[src/common/dram_mode_pkg.sv]
// Constants, types and the write-recovery lookup for the mode register bank.
// Assumes one 25 MHz device clock; the link clock is sampled, not used as clock.
package dram_mode_pkg;

  // ****************************************************************
  // Addresses and field positions
  // ****************************************************************
  localparam logic [5:0] MA_CAPABILITY = 6'h00;
  localparam logic [5:0] MA_BURST = 6'h01;

  localparam int CAP_REFRESH_BIT = 0;
  localparam int CAP_LATENCY_BIT = 1;
  localparam int CAP_RSVD_LO_BIT = 2;
  localparam int CAP_SELFTEST_LSB = 3;
  localparam int CAP_SINGLE_BIT = 5;
  localparam int CAP_RSVD_HI_BIT = 6;
  localparam int CAP_CA_TERMINATION_FLAG_BIT = 7;

  localparam int BURST_LEN_LSB = 0;
  localparam int WR_PRE_BIT = 2;
  localparam int RD_PRE_BIT = 3;
  localparam int WR_REC_LSB = 4;
  localparam int RD_POST_BIT = 7;

  // ****************************************************************
  // Codes and reset values
  // ****************************************************************
  localparam logic [1:0] BL_16 = 2'h0;
  localparam logic [1:0] BL_32 = 2'h1;
  localparam logic [1:0] BL_OTF = 2'h2;

  localparam logic [1:0] ST_UNSUPPORTED = 2'h0;
  localparam logic [1:0] ST_GND_FLOAT = 2'h1;
  localparam logic [1:0] ST_VDDQ_SHORT = 2'h2;
  localparam logic [1:0] ST_PASS = 2'h3;

  localparam logic [1:0] LAT_TABLE_1 = 2'h1;
  localparam logic [7:0] BURST_RESET = 8'h04;
  localparam logic [7:0] MRR_UNMAPPED = 8'h00;

  // Write-recovery clocks, code 7 in the top seven bits
  localparam logic [55:0] WR_X16_T0 =
    {7'h28, 7'h22, 7'h1E, 7'h18, 7'h14, 7'h10, 7'h0A, 7'h06};
  localparam logic [55:0] WR_X8_T0 =
    {7'h2C, 7'h26, 7'h20, 7'h1C, 7'h16, 7'h10, 7'h0C, 7'h06};
  localparam logic [55:0] WR_X16_T1 =
    {7'h4B, 7'h42, 7'h38, 7'h2F, 7'h26, 7'h1D, 7'h13, 7'h0B};
  localparam logic [55:0] WR_X8_T1 =
    {7'h4F, 7'h44, 7'h3A, 7'h32, 7'h29, 7'h20, 7'h15, 7'h0B};
  localparam int WR_ENTRY_W = 7;

  // ****************************************************************
  // Timing
  // ****************************************************************
  localparam int CLK_PERIOD_NS = 40;
  localparam int CAL_LATCH_WAIT_NS = 30;
  localparam int CAL_LATCH_WAIT_CYC =
    (CAL_LATCH_WAIT_NS + CLK_PERIOD_NS - 1) / CLK_PERIOD_NS;
  localparam int WAIT_W = 8;

  // ****************************************************************
  // Carriers
  // ****************************************************************
  typedef struct packed {
    logic ck;
    logic mrw;
    logic mrr;
    logic zq_start;
    logic zq_latch;
    logic rw;
    logic bl;
    logic zq_to_ground;
    logic zq_to_vddq;
    logic [5:0] ma;
    logic [7:0] op;
  } link_pins_t;

  typedef struct packed {
    logic only_modified_refresh;
    logic byte_latency;
    logic single_ended;
    logic ca_term_vendor;
  } straps_t;

  function automatic logic [6:0] wr_recovery_clocks(
    input logic [1:0] tbl,
    input logic byte_mode,
    input logic [2:0] code
  );
    logic [55:0] row;
    if (tbl == LAT_TABLE_1)
      row = byte_mode ? WR_X8_T1 : WR_X16_T1;
    else
      row = byte_mode ? WR_X8_T0 : WR_X16_T0;
    return row[code * WR_ENTRY_W +: WR_ENTRY_W];
  endfunction : wr_recovery_clocks

endpackage : dram_mode_pkg

[src/rtl/sync2.sv]
// Two-stage synchroniser, one per bit.
// Assumes inputs may change at any time relative to i_clk.
`timescale 1ns/1ns
module sync2 #(
  parameter int W = 1
) (
  input wire logic i_clk,
  input wire logic i_rst,
  input wire logic [W-1:0] i_async,
  output logic [W-1:0] o_sync
);
  logic [W-1:0] meta;

  for (genvar b = 0; b < W; b++)
  begin : g_bit
    always_ff @(posedge i_clk)
    begin
      if (i_rst)
      begin
        meta[b] <= 1'b0;
        o_sync[b] <= 1'b0;
      end
      else
      begin
        meta[b] <= i_async[b];
        o_sync[b] <= meta[b];
      end
    end
  end
endmodule : sync2

[src/rtl/setpoint_store.sv]
// Two set-point copies of the burst/preamble/recovery register.
// Assumes writes and selects arrive on i_clk; both read ports are registered.
`timescale 1ns/1ns
module setpoint_store (
  input wire logic i_clk,
  input wire logic i_rst,
  input wire logic i_wr_en,
  input wire logic i_wr_sel,
  input wire logic [7:0] i_wr_data,
  input wire logic i_rd_sel,
  input wire logic i_op_sel,
  output logic [7:0] o_rd_data,
  output logic [7:0] o_op_data
);
  logic [7:0] copy [2];

  for (genvar s = 0; s < 2; s++)
  begin : g_copy
    always_ff @(posedge i_clk)
    begin
      if (i_rst)
        copy[s] <= dram_mode_pkg::BURST_RESET;
      else if (i_wr_en && (i_wr_sel == 1'(s)))
        copy[s] <= i_wr_data;
    end
  end

  always_ff @(posedge i_clk)
  begin
    if (i_rst)
    begin
      o_rd_data <= dram_mode_pkg::BURST_RESET;
      o_op_data <= dram_mode_pkg::BURST_RESET;
    end
    else
    begin
      o_rd_data <= copy[i_rd_sel];
      o_op_data <= copy[i_op_sel];
    end
  end
endmodule : setpoint_store

[src/rtl/dram_mode_regs.sv]
// Capability/status and burst/preamble/recovery mode registers of one die.
// Assumes link pins sampled by i_clk, straps static, set-point selects on i_clk.
//
// Behaviour
// - Bit 0 reports refresh scheme support
// - Bit 1 reports normal or byte latency
// - Self-test field encodes four result codes
// - Self-test valid after start, latch, wait
// - Grounded calibration pin reports code 01
// - Assembly error: factory trim, ignore calibration
// - Bit 5 reports single-ended support
// - Bit 7 reports command/address termination
// - Burst field selects 16, 32, per-command
// - Per-command mode takes burst from command
// - Write preamble bit one means two clocks
// - Read preamble bit selects static or toggling
// - x16 table 0 recovery codes map
// - Byte table 0 recovery codes map
// - Table 1 recovery codes map
// - Count recovery clocks, then start precharge
// - Read postamble bit selects half or 1.5
// - Two copies; read returns write-selected copy
// - Operate only from operating-selected copy
`timescale 1ns/1ns
module dram_mode_regs #(
  parameter bit SELFTEST_SUPPORTED = 1'b1
) (
  input wire logic i_clk,
  input wire logic i_rst,
  input wire dram_mode_pkg::link_pins_t i_link,
  input wire dram_mode_pkg::straps_t i_straps,
  input wire logic i_write_setpoint_sel,
  input wire logic i_operating_setpoint_sel,
  input wire logic [1:0] i_latency_table_sel,
  input wire logic i_byte_mode,
  input wire logic i_wr_ap_burst_end,
  output logic [7:0] o_mrr_data,
  output logic o_mrr_valid,
  output logic o_burst_valid,
  output logic o_burst_len_32,
  output logic o_wr_preamble_2ck,
  output logic o_rd_preamble_toggle,
  output logic o_rd_postamble_long,
  output logic o_precharge_start,
  output logic o_cal_start,
  output logic o_cal_latch,
  output logic o_factory_trim,
  output logic o_selftest_valid
);

  // ****************************************************************
  // Link sampling
  // ****************************************************************
  dram_mode_pkg::link_pins_t link_s;
  dram_mode_pkg::straps_t straps_r;
  logic ck_prev;

  sync2 #(
    .W($bits(dram_mode_pkg::link_pins_t))
  ) u_sync (
    .i_clk(i_clk),
    .i_rst(i_rst),
    .i_async(i_link),
    .o_sync(link_s)
  );

  // Strap pins come from outside the clock domain as well
  sync2 #(
    .W($bits(dram_mode_pkg::straps_t))
  ) u_strap_sync (
    .i_clk(i_clk),
    .i_rst(i_rst),
    .i_async(i_straps),
    .o_sync(straps_r)
  );

  always_ff @(posedge i_clk)
  begin
    if (i_rst)
      ck_prev <= 1'b0;
    else
      ck_prev <= link_s.ck;
  end

  wire ck_rise = link_s.ck & ~ck_prev;
  wire mrw_take = ck_rise & link_s.mrw;
  wire mrr_take = ck_rise & link_s.mrr;
  wire rw_take = ck_rise & link_s.rw;
  wire zq_start_seen = ck_rise & link_s.zq_start;
  wire zq_latch_seen = ck_rise & link_s.zq_latch;
  wire ma_cap = (link_s.ma == dram_mode_pkg::MA_CAPABILITY);
  wire ma_burst = (link_s.ma == dram_mode_pkg::MA_BURST);

  // ****************************************************************
  // Set-point copies
  // ****************************************************************
  logic [7:0] rd_copy;
  logic [7:0] op_copy;
  wire burst_wr_en = mrw_take & ma_burst;

  setpoint_store u_store (
    .i_clk(i_clk),
    .i_rst(i_rst),
    .i_wr_en(burst_wr_en),
    .i_wr_sel(i_write_setpoint_sel),
    .i_wr_data(link_s.op),
    .i_rd_sel(i_write_setpoint_sel),
    .i_op_sel(i_operating_setpoint_sel),
    .o_rd_data(rd_copy),
    .o_op_data(op_copy)
  );

  // ****************************************************************
  // Calibration self-test
  // ****************************************************************
  typedef enum logic [3:0] {
    S_IDLE = 4'h1,
    S_STARTED = 4'h2,
    S_WAIT = 4'h4,
    S_DONE = 4'h8
  } cal_state_t;

  cal_state_t cal_state;
  cal_state_t next_cal_state;
  logic [dram_mode_pkg::WAIT_W-1:0] wait_cnt;
  logic [1:0] selftest;

  wire zq_start_take = zq_start_seen & ~o_factory_trim;
  wire zq_latch_take = zq_latch_seen & ~o_factory_trim;
  wire wait_over = (wait_cnt == dram_mode_pkg::WAIT_W'(
    dram_mode_pkg::CAL_LATCH_WAIT_CYC - 1));
  wire cal_finish = (cal_state == S_WAIT) & wait_over;
  wire [1:0] pin_result = link_s.zq_to_ground ? dram_mode_pkg::ST_GND_FLOAT :
                          link_s.zq_to_vddq ? dram_mode_pkg::ST_VDDQ_SHORT :
                          dram_mode_pkg::ST_PASS;
  wire [1:0] next_selftest = SELFTEST_SUPPORTED ? pin_result :
                             dram_mode_pkg::ST_UNSUPPORTED;
  wire result_error = (next_selftest == dram_mode_pkg::ST_GND_FLOAT) |
                      (next_selftest == dram_mode_pkg::ST_VDDQ_SHORT);

  always_comb
  begin
    next_cal_state = cal_state;
    case (cal_state)
      S_IDLE, S_DONE:
        if (zq_start_take)
          next_cal_state = S_STARTED;
      S_STARTED:
        if (zq_latch_take)
          next_cal_state = S_WAIT;
      S_WAIT:
        if (wait_over)
          next_cal_state = S_DONE;
      default:
        next_cal_state = S_IDLE;
    endcase
  end

  always_ff @(posedge i_clk)
  begin
    if (i_rst)
    begin
      cal_state <= S_IDLE;
      wait_cnt <= '0;
      selftest <= dram_mode_pkg::ST_UNSUPPORTED;
      o_selftest_valid <= 1'b0;
      o_factory_trim <= 1'b0;
      o_cal_start <= 1'b0;
      o_cal_latch <= 1'b0;
    end
    else
    begin
      cal_state <= next_cal_state;
      wait_cnt <= (cal_state == S_WAIT) ? wait_cnt + 1'b1 : '0;
      o_cal_start <= zq_start_take;
      o_cal_latch <= zq_latch_take;
      if (cal_finish)
      begin
        selftest <= next_selftest;
        o_selftest_valid <= 1'b1;
        o_factory_trim <= result_error;
      end
    end
  end

  // ****************************************************************
  // Capability value and mode register read
  // ****************************************************************
  wire [7:0] cap_value;
  assign cap_value[dram_mode_pkg::CAP_REFRESH_BIT] =
    straps_r.only_modified_refresh;
  assign cap_value[dram_mode_pkg::CAP_LATENCY_BIT] =
    straps_r.byte_latency;
  assign cap_value[dram_mode_pkg::CAP_RSVD_LO_BIT] = 1'b0;
  assign cap_value[dram_mode_pkg::CAP_SELFTEST_LSB +: 2] = selftest;
  assign cap_value[dram_mode_pkg::CAP_SINGLE_BIT] =
    straps_r.single_ended;
  assign cap_value[dram_mode_pkg::CAP_RSVD_HI_BIT] = 1'b0;
  assign cap_value[dram_mode_pkg::CAP_CA_TERMINATION_FLAG_BIT] =
    straps_r.ca_term_vendor;

  wire [7:0] mrr_value = ma_cap ? cap_value :
                         ma_burst ? rd_copy :
                         dram_mode_pkg::MRR_UNMAPPED;

  always_ff @(posedge i_clk)
  begin
    if (i_rst)
    begin
      o_mrr_data <= dram_mode_pkg::MRR_UNMAPPED;
      o_mrr_valid <= 1'b0;
    end
    else
    begin
      o_mrr_valid <= mrr_take;
      if (mrr_take)
        o_mrr_data <= mrr_value;
    end
  end

  // ****************************************************************
  // Operating settings from the active copy
  // ****************************************************************
  wire [1:0] bl_active = op_copy[dram_mode_pkg::BURST_LEN_LSB +: 2];
  wire next_len_32 = (bl_active == dram_mode_pkg::BL_32) |
                     ((bl_active == dram_mode_pkg::BL_OTF) & link_s.bl);

  always_ff @(posedge i_clk)
  begin
    if (i_rst)
    begin
      o_burst_valid <= 1'b0;
      o_burst_len_32 <= 1'b0;
      o_wr_preamble_2ck <=
        dram_mode_pkg::BURST_RESET[dram_mode_pkg::WR_PRE_BIT];
      o_rd_preamble_toggle <=
        dram_mode_pkg::BURST_RESET[dram_mode_pkg::RD_PRE_BIT];
      o_rd_postamble_long <=
        dram_mode_pkg::BURST_RESET[dram_mode_pkg::RD_POST_BIT];
    end
    else
    begin
      o_burst_valid <= rw_take;
      if (rw_take)
        o_burst_len_32 <= next_len_32;
      o_wr_preamble_2ck <= op_copy[dram_mode_pkg::WR_PRE_BIT];
      o_rd_preamble_toggle <= op_copy[dram_mode_pkg::RD_PRE_BIT];
      o_rd_postamble_long <= op_copy[dram_mode_pkg::RD_POST_BIT];
    end
  end

  // ****************************************************************
  // Write recovery before auto-precharge
  // ****************************************************************
  logic [6:0] wr_left;
  wire [6:0] wr_target = dram_mode_pkg::wr_recovery_clocks(
    i_latency_table_sel, i_byte_mode,
    op_copy[dram_mode_pkg::WR_REC_LSB +: 3]);
  wire wr_last = (wr_left == 7'h01) & ck_rise;
  wire [6:0] next_wr_left = i_wr_ap_burst_end ? wr_target :
                            (ck_rise && wr_left != 7'h00) ?
                            wr_left - 7'h01 : wr_left;

  always_ff @(posedge i_clk)
  begin
    if (i_rst)
    begin
      wr_left <= 7'h00;
      o_precharge_start <= 1'b0;
    end
    else
    begin
      wr_left <= next_wr_left;
      o_precharge_start <= wr_last & ~i_wr_ap_burst_end;
    end
  end

  // ****************************************************************
  // Checks
  // ****************************************************************
  logic [5:0] mrr_ma_q;
  logic [6:0] wr_goal_q;
  logic [6:0] wr_edges;

  always_ff @(posedge i_clk)
  begin
    if (i_rst)
    begin
      mrr_ma_q <= 6'h00;
      wr_goal_q <= 7'h00;
      wr_edges <= 7'h00;
    end
    else
    begin
      if (mrr_take)
        mrr_ma_q <= link_s.ma;
      if (i_wr_ap_burst_end)
      begin
        wr_goal_q <= wr_target;
        wr_edges <= 7'h00;
      end
      else if (ck_rise)
        wr_edges <= wr_edges + 7'h01;
    end
  end
endmodule : dram_mode_regs

[config.mk]
export PLATFORM = sky130hd
export DESIGN_NAME = dram_mode_regs
export DESIGN_NICKNAME = d
export VERILOG_FILES = /design/src/common/dram_mode_pkg.sv /design/src/rtl/sync2.sv /design/src/rtl/setpoint_store.sv /design/src/rtl/dram_mode_regs.sv
export SDC_FILE = /design/constraint.sdc
export NUM_CORES = 1
export LEC_CHECK = 0
export ABC_AREA = 1
export BUFFER_PORTS_ARGS = -buffer_cell sky130_fd_sc_hd__buf_4
export CAP_MARGIN = 30
export CORE_ASPECT_RATIO = 2
export CORE_MARGIN = 5
export CORE_UTILIZATION = 45
export CTS_BUF_LIST = sky130_fd_sc_hd__clkbuf_8
export DETAILED_ROUTE_END_ITERATION = 7
export PLACE_DENSITY = 0.68
export SYNTH_ARGS = -nofsm -noshare
export SYNTH_HDL_FRONTEND = slang
export SYNTH_SLANG_ARGS = --single-unit
export TNS_END_PERCENT = 10
[constraint.sdc]
create_clock -name i_clk -period 1.6 [get_ports i_clk]
set_input_delay 0.16 -clock i_clk [delete_from_list [all_inputs] [get_ports i_clk]]
set_output_delay 0.16 -clock i_clk [all_outputs]
set_load 0.01 [all_outputs]
### Yosys cells after proc, flatten, opt, wreduce, memory -nomap -nowiden

Memories as Yosys holds them, arrays and structs flattened. A register that Yosys moved wholly into a read port is not among the register bits.
Index checks and enable logic that the tools add are counted.
Widths: inputs -> output; s select.

| cells by class | value |
|---|---|
| add/subtract/negate cells | 2 |
| equality and inequality tests | 14 |
| reductions and logical operators | 10 |
| bitwise gates (word level) | 22 |
| order comparisons | 0 |
| div/mod/pow operators | 0 |
| shifts and indexed selects | 1 |
| muxes and demuxes | 23 |
| $mul | 1 |

Operator list:

| operator | count |
|---|---|
| $mux 52 | 2 |
| $mux 56 | 1 |
| $shiftx 56x7->7 | 1 |
| $mux 8 | 4 |
| $mux 7 | 2 |
| $and 1x1->1 | 13 |
| $mux 4 | 3 |
| $pmux 4 s3 | 1 |
| $mux 1 | 9 |
| $add 8x1->8 const B | 1 |
| $logic_not 8->1 | 1 |
| $eq 7x1->1 const B | 1 |
| $reduce_bool 7->1 | 1 |
| $sub 7x1->7 const B | 1 |
| $eq 2x1->1 const B | 3 |
| $eq 6x1->1 const B | 1 |
| $logic_not 6->1 | 1 |
| $mul 3x3->6 const B | 1 |
| $ne 2x2->1 const B | 3 |
| $not 1->1 | 5 |
| $eq 2x2->1 const B | 2 |
| $eq 4x1->1 const B | 1 |
| $eq 4x2->1 const B | 1 |
| $eq 4x3->1 const B | 1 |
| 7 further kinds | 13 |

| word-level totals | value |
|---|---|
| input bits | 35 |
| word-level logic and storage cells | 145 |
| memories kept | 1 |
| output and inout port bits | 19 |
| bits in registers | 95 |
| bits in read-only memories | 0 |
| bits in writable memories | 16 |
| bits in latches | 0 |

Memory list:

| memory | depth | width | rd ports | clocked after memory_dff | wr ports | RTL line | RTL |
|---|---|---|---|---|---|---|---|
| u_store.copy | 2 | 8 | 2 | 2 | 2 | setpoint_store.sv:15 | `logic [7:0] copy [2];` |

### Logic depth before layout (Yosys ltp)

Gate-level depths: netlist of run 1.

| depth | value |
|---|---|
| depth after elaboration | 9 |
| gate-level depth with buffers | 10 |
| mapped depth without buffers | 10 |

### Cells and area by module

From an unflattened synthesis of run 1, not the netlist that was laid out.

| second synthesis, totals | value |
|---|---|
| cell total of the unflattened synthesis | 636 |
| area total of the unflattened synthesis | 5166.2 um2 |

Modules (own cells, without submodules):

| module | times used | cells an instance | area an instance (um2) | seq. area each (um2) |
|---|---|---|---|---|
| dram_mode_regs | 1 | 327 | 2328.5 | 820.8 |
| sync2 at u_sync | 1 | 143 | 1322.5 | 920.9 |
| setpoint_store | 1 | 141 | 1283.7 | 800.8 |
| sync2 at u_strap_sync | 1 | 25 | 231.5 | 160.2 |

### Least setup slack after synthesis of run 1

Ideal clock, no wire load.

| timing path | value |
|---|---|
| kind | reg2reg |
| start point | register ck_prev |
| end point | memory u_store.copy[0][0], enable pin |
| path buffers | 0 |
| period minus slack after synthesis | 1393 ps |
| cell stages (with the launch flop) | 6 |
| arrival time | 1065 ps |
| setup slack | 207 ps |
| required time | 1271 ps |
| library setup time | 329 ps |
| cells stage by stage | dfxtp_1 > nor2_8 > nand2_4 > nor2_8 > nand2_1 > nand2_1 |

RTL lines:

| item | RTL line | RTL |
|---|---|---|
| start, declared | dram_mode_regs.sv:56 | `logic ck_prev;` |
| start signal, assigned | dram_mode_regs.sv:82 | `ck_prev <= link_s.ck;` |
| end, declared | setpoint_store.sv:15 |  |

==> results.py, run 1 <==
metrics = {
    "timing": {
        "worstMarginPinSlew_ns": 0.493,
        "slew_headroom_pct": 67.1,
        "max_freq_mhz": 684,
        "finalCritPeriodShare_pct": 91.4,
        "holdWs_ns": 0.0243,
        "rsz0062_at_grt": "no",
        "skew_ns": 0.00894,
        "hold_violations": 0,
        "tns_ns": 0,
        "fin_ws_ns": 0.138,
        "slew_violations": 0,
        "final-setup-viol-count": 0,
        "min_period_ns": 1.46,
    },
    "clock_tree": {
        "numCtsBuffers": 17,
        "worstSkewPairLatency_ns": 0.43,
        "clk_pin_slew_ns": 0.08,
        "clockBufferDepth": 2,
        "cts_tree": "built",
        "clock-sinks": 127,
        "cts_root_buf": "clkbuf_8",
        "cts_max_level": 4,
    },
    "critical_path": {
        "cp_max_fo": 8,
        "start_kind": "register",
        "worstSetupPathType": "reg -> reg",
        "worstPathArrival_ns": 1.56,
        "crit_required_ns": 1.70,
        "reg2reg_depth": 5,
        "endpoint_kind": "register",
    },
    "global_route": {
        "grt_usage_pct": 15.7,
        "grt_max_degree": 37,
        "antenna_found_initial": 0,
        "grt-ovfl-total": 0,
        "grt_pass1_wl_um": 17300,
        "grt_pass1_vias": 4041,
    },
    "synth": {
        "synth.avg_cell_area_um2": 7.92,
        "muxShareOfSynthArea_pct": 0,
        "synth-xor-area-share_pct": 0.345,
        "synth_cell_types": 33,
        "synth_compound_area_share_pct": 6.83,
        "synthAdderAreaFrac_pct": 1.97,
        "ys_seq_elements": 127,
        "yosysSeqAreaShare_pct": 53.3,
        "syn_area_um2": 5070,
        "synth_top_family_by_area": "simple AND/OR/NAND/NOR gates",
        "syn_inst": 641,
        "synth_fp_nets": 684,
        "yosys_warnings": 0,
        "synth-simple-area-share_pct": 26.3,
    },
    "final_layout": {
        "fin_nets": 775,
        "area_growth_pct": 24.5,
        "antenna_cells": 0,
        "final_core_util_pct": 56.3,
        "finalInstanceArea_um2": 6320,
        "layout_common_cells": "nor2_1 (146), inv_1 (124), dfxtp_1 (111), nand2_1 (75), buf_4 (61)",
        "drive_above_1_share_pct": 16.1,
        "layout_commonest_cell": "nor2_1",
        "fillers": 1057,
    },
    "floorplanning": {
        "die_area_um2": 13600,
        "die_h_um": 160,
        "io_pins": 54,
        "coreArea_um2": 11200,
        "die_w_um": 85.1,
        "row_count": 55,
        "start_util_pct": 45.2,
    },
    "hold_path": {
        "holdCritPathClass": "in -> reg",
        "min_path_cells": 3,
    },
    "pwr": {
        "ir_drop_v": 0.000569,
        "p_per_area_nw_per_um2": 1140,
        "p_leak_uw": 0.00297,
    },
    "route": {
        "via_count": 4075,
        "wirelength_um": 10100,
        "avgRoutedWirePerCell_um": 11.4,
        "antenna_left": 0,
        "viasPerCell": 4.59,
        "drt-initial-drc-count": 189,
        "drtPass1Iterations": 4,
        "drc": 0,
    },
    "placed_design": {
        "gp_congestion": 0.914,
        "place_area_um2": 5620,
        "dp_hpwl_um": 7350,
        "place_ws_ns": 0.103,
        "port_buffers": 53,
    },
    "outcome": {
        "status": "completed",
    },
    "flow_run": {
        "maxCapViolations": 0,
    },
}
==> metal layers <==
layer,wire [µm],GRT usage (%),vias to the layer above
li1,-,-,2140
met1,3940,15.6,1823
met2,5470,28.7,92
met3,463,4.75,20
met4,263,8.14,0
met5,0,0,-
==> worst max-delay path, cell delays in order, from the launching register on <==
cell	delay, ns
dfxtp_1	0.31
nor2_2	0.16
nand4_4	0.15
nor2_8	0.18
nand2_1	0.08
nand2_1	0.25
==> where the power goes <==
group	internal [µW]	leakage, µW	switching, µW
sequential	3390	0.00107	88.6
combinational	363	0.00169	522
clock	1560	0.000212	1290
total	5310	0.00297	1900
==> through the flow <==
step / cells / power, µW
finish: 887 / 7220
floorplan: 641 / 4130
CTS: 887 / 7270
detailed placement: 827 / 4370
global placement: 827 / 4350
global route: 887 / 7580
==> state kept, by name, summed over array words and instances (netlist names), 7 cells and up <==
register           cells
u_sync.meta           23
u_sync.o_sync         23
u_store.copy          16
o_mrr_data             8
u_store.o_op_data      8
u_store.o_rd_data      8
wait_cnt               8
wr_left                7
==> layout make-up <==
| type | count | area (µm²) | share of cell area (%) |
|---|---|---|---|
| Clock inverter | 15 | 180 | 2.85 |
| Inverter | 129 | 485 | 7.68 |
| Clock buffer | 17 | 234 | 3.70 |
| Sequential cell | 127 | 2700 | 42.8 |
| Timing Repair Buffer | 89 | 738 | 11.7 |
| Multi-Input combinational cell | 368 | 1800 | 28.5 |
| Tap cell | 142 | 178 | 2.81 |
==> cells in the mapped netlist <==
master      n  area, µm²
o21ai_0    35        175
dfxtp_1   111       2220
nor2_1    146        548
nand4_4     1       21.3
buf_4       2       15.0
inv_2       3       11.3
nand2_2     2       12.5
clkbuf_1    6       22.5
a211o_1     1       8.76
nand3_4     2       35.0
buf_2       8       40.0
or2_2       1       6.26
a21oi_1    20        100
edfxtp_1   16        480
buf_6       1       11.3
nand2_4     4       45.0
o21ai_1     2       10.0
clkinv_2    1       5.00
o21bai_1    7       52.6
nand3_2     3       30.0
nand2_1    76        285
nor3_1      4       20.0
xnor2_1     1       8.76
nand3_1    35        175
nand4_2     1       12.5
xor2_1      1       8.76
inv_1     125        469
nor2_8      2       40.0
ha_1        8        100
nand3b_1    1       7.51
nand4_1     9       56.3
nor4_1      1       6.26
nor2_2      5       31.3
==> cell families (layout without fill, tap and decap cells) <==
kind of cell	after synthesis	after routing
AO/OA/AOI/OAI	65	65
XOR/XNOR	2	2
adder cells (fa/ha/maj)	8	8
buffers and inverters	146	250
flip-flops	127	127
AND/OR/NAND/NOR	293	293
==> worst paths after layout <==
path	end	from	slack, ns
worst max-delay path	u_store.copy[1][5]	u_sync.o_sync[13]	0.14
worst min-delay path	u_store.o_op_data[2]	i_operating_setpoint_sel	0.02
worst max register to register	u_store.copy[1][5]	u_sync.o_sync[13]	0.14
worst min register to register	u_sync.o_sync[5]	u_sync.meta[5]	0.40
==> repair_timing <==
| action | CTS | global route |
|---|---|---|
| gates resized for setup | 0 | 2 |
| setup buffers | 0 | 0 |
| hold endpoints to repair | 28 | 0 |
| hold buffers | 28 | 0 |
| endpoints found under the setup margin | 0 | 3 |
Note: power is estimated with default switching activity, not from simulation.
==> inputs of run 2 (changes only) <==
--- a/config.mk
+++ b/config.mk
@@ -16,5 +16,6 @@
 export PLACE_DENSITY = 0.68
 export SYNTH_ARGS = -nofsm -noshare
 export SYNTH_HDL_FRONTEND = slang
+export SYNTH_HIERARCHICAL = 1
 export SYNTH_SLANG_ARGS = --single-unit
 export TNS_END_PERCENT = 10
==> run 2 against run 1 <==
Clock skew decreased by 0.0012 ns. Maximum frequency decreased by 0.23%. Wire length decreased by 1.5%. Cell count decreased by 0.56%. Design area increased by 0.42%. Synthesized cell count decreased by 0.78%. Combinational power decreased by 17%. Clock power increased by 3%. Sequential cell count unchanged. Via count increased by 0.71%. Total power decreased by 1.5%. Critical endpoint is now u_store/copy[1][0]. Highest routed layer unchanged.
==> results.py, run 2 <==
metrics = {
    "timing": {
        "slew_headroom_pct": 72.9,
        "finalCritPeriodShare_pct": 91.6,
        "max_freq_mhz": 682,
        "worstMarginPinSlew_ns": 0.407,
        "final-setup-viol-count": 0,
        "hold_violations": 0,
        "slew_violations": 0,
        "skew_ns": 0.00774,
        "min_period_ns": 1.47,
        "rsz0062_at_grt": "no",
        "tns_ns": 0,
    },
    "synth": {
        "ys_seq_elements": 127,
        "syn_inst": 636,
        "syn_area_um2": 5170,
        "synth_cell_types": 43,
        "yosys_warnings": 6,
        "ys_top_cells_by_count": "nor2_1 (127), dfxtp_1 (111), inv_1 (109), nand2_1 (96), nand3_1 (35)",
        "synth_fp_nets": 679,
        "synth_top_area_cell": "dfxtp_1",
        "synth-main-ff-cell": "dfxtp_1",
        "synth.avg_cell_area_um2": 8.12,
        "synth_top_cell_area_share_pct": 43.0,
        "synthTopCellsByArea": "dfxtp_1 (43%), edfxtp_1 (9.3%), nor2_1 (9.2%)",
        "yosysSeqAreaShare_pct": 52.3,
        "synth.most_common_cell": "nor2_1",
        "synth_edf_count": 16,
        "async_flop_share_pct": 0,
    },
    "pwr": {
        "swShare_pct": 24.5,
        "power.internal_uw": 5360,
        "ir_drop_v": 0.000946,
        "p_sw_uw": 1750,
        "pwr-share-comb_pct": 10.3,
        "p_leak_uw": 0.00296,
        "power.total_uw": 7110,
        "pwr-share-clk_pct": 41.3,
        "seqPwrFrac_pct": 48.4,
        "p_per_area_nw_per_um2": 1120,
    },
    "final_layout": {
        "reg.largest.list": "u_sync/meta x23, u_sync/o_sync x23, u_store/copy x16",
        "layout_common_cells": "nor2_1 (127), dfxtp_1 (111), inv_1 (110), nand2_1 (95), buf_4 (62)",
        "multiInputGateArea_um2": 1830,
        "layout_commonest_cell": "nor2_1",
        "fillers": 1036,
        "fin_nets": 770,
        "drive_above_1_share_pct": 18.5,
        "antenna_cells": 0,
        "area_growth_pct": 22.8,
        "register_area_um2": 2700,
    },
    "floorplanning": {
        "die_w_um": 85.8,
        "row_count": 55,
        "coreArea_um2": 11300,
        "io_pins": 54,
        "die_area_um2": 13900,
        "start_util_pct": 45.8,
        "die_h_um": 162,
    },
    "clock_tree": {
        "clk_pin_slew_ns": 0.08,
        "clock-sinks": 127,
        "cts_tree": "built",
        "worstSkewPairLatency_ns": 0.43,
        "numCtsBuffers": 17,
        "clockBufferDepth": 2,
        "cts_root_buf": "clkbuf_8",
        "cts_max_level": 4,
    },
    "route": {
        "drt-initial-drc-count": 198,
        "wirelength_um": 9990,
        "via_count": 4104,
        "viasPerCell": 4.65,
        "avgRoutedWirePerCell_um": 11.3,
        "drtPass1Iterations": 4,
        "antenna_left": 0,
        "drc": 0,
    },
    "global_route": {
        "antenna_found_initial": 0,
        "grt_pass1_wl_um": 17400,
        "grt-ovfl-total": 0,
        "grt_max_degree": 44,
        "grt_pass1_vias": 4107,
        "grt_usage_pct": 15.5,
    },
    "placed_design": {
        "gp_congestion": 0.866,
        "port_buffers": 53,
        "dp_hpwl_um": 7240,
    },
    "critical_path": {
        "worstPathArrival_ns": 1.56,
        "cp_max_fo": 8,
        "endpoint_kind": "register",
        "crit_required_ns": 1.69,
        "start_kind": "register",
        "worstSetupPathType": "reg -> reg",
        "reg2reg_depth": 5,
    },
    "flow_run": {
        "maxCapViolations": 0,
    },
    "hold_path": {
        "holdCritPathClass": "in -> reg",
        "min_path_cells": 3,
    },
    "outcome": {
        "status": "completed",
    },
}
run 2: cell types whose count changed after synthesis, sizes merged, moves of 4 or more:
cell | previous run | this run
inv | 128 | 118
o211ai | 0 | 5
a31o | 0 | 5
nand2 | 82 | 103
o21ai | 37 | 19
o21bai | 7 | 0
nand4 | 11 | 15
nor2 | 153 | 139
buf | 11 | 18
clkbuf | 6 | 1
run 2: logic make-up after synthesis:
logic type      Yosys count  share of synthesized area [%]
compound gates           49                           5.72
xor+xnor                  1                          0.170
fa+ha+maj                 8                           1.94
buf+inv                 139                           12.4
flops                   127                           52.3
simple gates            312                           27.5
run 2: final cells by class:
class	count	area share [%]
sequential	127	42.6
multi-input combinational	370	28.8
timing repair buffer	91	11.9
inverter	120	7.12
clock buffer	17	3.69
clock inverter	15	3.06
tap	142	2.80
run 2: per-layer routing:
| metal | wire (µm) | vias up | track usage [%] |
|---|---|---|---|
| met5 | 0 | - | 0 |
| met4 | 252 | 0 | 7.93 |
| met3 | 381 | 27 | 3.83 |
| met2 | 5630 | 77 | 29.6 |
| met1 | 3720 | 1857 | 14.9 |
| li1 | - | 2143 | - |
run 2: critical path: stages, from the launching register on:
cell,delay [ns]
dfxtp_1,0.31
nor2_2,0.14
nand4_2,0.14
nor2_1,0.20
nand2_1,0.08
nand2_1,0.26
run 2: worst paths after layout:
path                                         from            endpoint  slack [ns]
worst max-delay path            u_sync/o_sync[11]  u_store/copy[1][0]        0.13
worst min-delay path            i_wr_ap_burst_end          wr_left[0]        0.06
worst max register to register  u_sync/o_sync[11]  u_store/copy[1][0]        0.13
worst min register to register    u_sync/meta[15]   u_sync/o_sync[15]        0.40
run 2: per-stage QoR:
stage | util, % | cell area, µm² | cells | worst slack [ns] | hold WS, ns
floorplan | - | 5170 | 636 | 0.0264 | 0.267
global placement | 49.8 | 5620 | 821 | 0.158 | 0.359
detailed placement | 49.8 | 5620 | 821 | 0.114 | 0.367
CTS | 56.2 | 6340 | 882 | 0.0954 | 0.0403
global route | 56.2 | 6340 | 882 | 0.00401 | 0.0602
finish | 56.2 | 6340 | 882 | 0.135 | 0.0585
run 2: repair_timing:
item	4_1_cts	5_1_grt
endpoints found under the setup margin	0	3
endpoints found under the hold margin	28	0
hold buffers	29	0
buffers inserted	0	0
resized for setup	0	1
run 2: power by group through the flow:
stage / registers, µW / clock network (µW) / logic (µW)
final: 3440 / 2940 / 732
after global placement: 3510 / 0 / 641
after global routing: 3460 / 3130 / 827
after floorplan: 3490 / 0 / 512
after CTS: 3440 / 3000 / 728
after detailed placement: 3510 / 0 / 668
==> inputs of run 3 (changes only) <==
==> constraint.sdc (replaced) <==
create_clock -name i_clk -period 1.61 [get_ports i_clk]
set_input_delay 0.161 -clock i_clk [delete_from_list [all_inputs] [get_ports i_clk]]
set_output_delay 0.161 -clock i_clk [all_outputs]
set_load 0.01 [all_outputs]
==> run 3 against run 2 <==
Wire length fell by 1.5%. Largest power group unchanged. Count of clock-buffer cells in the layout did not move. Sequential share of layout area rose by 0.13 points. Register-to-register slack improved by 0.03 ns. Core utilization fell by 0.17 points. Sequential cell count did not move. Maximum frequency rose by 1.7%. Critical path depth rose by 1. Total power fell by 2.3%. Worst hold slack got worse by 0.026 ns.
==> results.py, run 3 (synthesis gave the netlist of run 2 again) <==
metrics = {
    "outcome": {
        "status": "completed",
    },
    "global_route": {
        "grt_usage_pct": 15.2,
        "antenna_found_initial": 0,
        "grt_pass1_vias": 4133,
        "grt_pass1_wl_um": 17000,
        "grt_max_degree": 44,
        "grt-ovfl-total": 0,
    },
    "timing": {
        "rsz0062_at_grt": "no",
        "slew_violations": 0,
        "skew_ns": 0.0132,
        "hold_violations": 0,
        "final-setup-viol-count": 0,
        "tns_ns": 0,
        "max_freq_mhz": 694,
        "slew_headroom_pct": 72.5,
        "min_period_ns": 1.44,
        "finalCritPeriodShare_pct": 89.5,
        "worstMarginPinSlew_ns": 0.412,
    },
    "final_layout": {
        "finalInstanceArea_um2": 6320,
        "area_growth_pct": 22.4,
        "drive_above_1_share_pct": 18.8,
        "layout_common_cells": "nor2_1 (127), dfxtp_1 (111), inv_1 (109), nand2_1 (94), buf_4 (62)",
        "fin_nets": 769,
        "fillers": 1045,
        "layout_commonest_cell": "nor2_1",
        "finalNonFillerCells": 881,
        "reg.largest.list": "u_sync/meta x23, u_sync/o_sync x23, u_store/copy x16",
        "antenna_cells": 0,
    },
    "clock_tree": {
        "numCtsBuffers": 17,
        "postCtsSetupRepairBufs": 0,
        "clk_pin_slew_ns": 0.08,
        "clock-sinks": 127,
        "cts_max_level": 4,
        "cts_tree": "built",
        "clockBufferDepth": 2,
        "worstSkewPairLatency_ns": 0.42,
        "cts_root_buf": "clkbuf_8",
    },
    "route": {
        "viasPerCell": 4.58,
        "avgRoutedWirePerCell_um": 11.2,
        "drc": 0,
        "drt-initial-drc-count": 166,
        "drtPass1Iterations": 4,
        "wirelength_um": 9830,
        "via_count": 4038,
        "antenna_left": 0,
    },
    "pwr": {
        "p_sw_uw": 1750,
        "power.internal_uw": 5200,
        "pwr-share-comb_pct": 10.3,
        "p_leak_uw": 0.00295,
        "ir_drop_v": 0.000688,
        "seqPwrFrac_pct": 49.2,
        "p_per_area_nw_per_um2": 1100,
        "swShare_pct": 25.1,
        "pwr-share-clk_pct": 40.5,
    },
    "floorplanning": {
        "io_pins": 54,
        "die_area_um2": 13900,
        "row_count": 55,
        "start_util_pct": 45.8,
        "die_w_um": 85.8,
        "die_h_um": 162,
        "coreArea_um2": 11300,
    },
    "placed_design": {
        "port_buffers": 53,
        "place_area_um2": 5620,
        "gp_congestion": 0.867,
        "dp_hpwl_um": 7210,
        "dp.cells": 821,
    },
    "critical_path": {
        "slowest_stage": "dfxtp_1",
        "crit_chain": "nor2_2 > nand4_2 > nor2_1 > buf_4 > nand3_2 > nor2_1",
        "timing.critical_path.mode_cell": "nor2_1",
        "start_kind": "register",
        "critPathBufInv": 1,
        "worstSetupPathType": "reg -> reg",
        "crit_required_ns": 1.88,
        "crit_cells": 6,
        "cpPeakStageDelay_ns": 0.31,
        "endpoint_kind": "register",
        "worstPathArrival_ns": 1.71,
        "cp_top_family": "simple AND/OR/NAND/NOR gates",
        "reg2reg_depth": 6,
        "cp_max_fo": 7,
    },
    "hold_path": {
        "holdCritPathClass": "in -> reg",
        "min_path_cells": 2,
    },
    "flow_run": {
        "maxCapViolations": 0,
    },
}
run 3: cell types whose count changed in the layout (fill, tap and decap cells not counted), sizes merged:
| cell | before | now |
|---|---|---|
| dlygate4sd3 | 29 | 28 |
| clkinvlp | 2 | 1 |
| inv | 121 | 123 |
| bufinv | 4 | 3 |
run 3: metrics by stage:
stage               hold WS (ns)  worst slack, ns  util [%]  power [µW]
finish                    0.0322            0.169      56.0        6950
global route              0.0214           0.0320      56.0        7260
CTS                      0.00325           0.0857      56.0        7010
detailed placement         0.366            0.109      49.8        4150
global placement           0.359            0.167      49.8        4120
floorplan                  0.268           0.0364         -        3980
run 3: timing repair:
action                                  CTS  global route
hold buffers                             28             0
endpoints found under the setup margin    0            16
gates resized for setup                   0             2
hold endpoints to repair                 27             0
run 3: area by class of cell:
class | instances | area, µm² | share of cell area, %
Clock inverter | 15 | 183 | 2.89
Clock buffer | 17 | 234 | 3.70
Sequential cell | 127 | 2700 | 42.7
Inverter | 120 | 452 | 7.14
Multi-Input combinational cell | 370 | 1830 | 28.9
Timing Repair Buffer | 90 | 746 | 11.8
Tap cell | 142 | 178 | 2.81
run 3: routing by layer:
metal / part of all wire [%] / vias to the layer above / wire [µm] / GRT usage [%]
li1: - / 2136 / - / -
met1: 37 / 1812 / 3660 / 13.9
met2: 58 / 77 / 5700 / 30.1
met3: 3.1 / 13 / 307 / 3.68
met4: 1.7 / 0 / 166 / 6.84
met5: 0 / - / 0 / 0
run 3: worst register-to-register path, cell delays in order, from the launching register on:
cell	delay, ns
dfxtp_1	0.31
nor2_2	0.15
nand4_2	0.13
nor2_1	0.21
buf_4	0.18
nand3_2	0.15
nor2_1	0.17
run 3: power by group through the flow:
stage	combinational (µW)	sequential [µW]	clock, µW
6_report	715	3420	2810
5_1_grt	818	3430	3010
4_1_cts	717	3420	2880
3_5_place_dp	661	3490	0
3_3_place_gp	637	3480	0
2_1_floorplan	509	3470	0
run 3: path summary, 6_finish.rpt:
| path | start | end | slack (ns) |
|---|---|---|---|
| max | u_sync/o_sync[11] | u_store/copy[1][4] | 0.17 |
| min | i_rst | o_wr_preamble_2ck | 0.03 |
| min reg2reg | u_sync/meta[0] | u_sync/o_sync[0] | 0.40 |
| max reg2reg | u_sync/o_sync[11] | u_store/copy[1][4] | 0.17 |
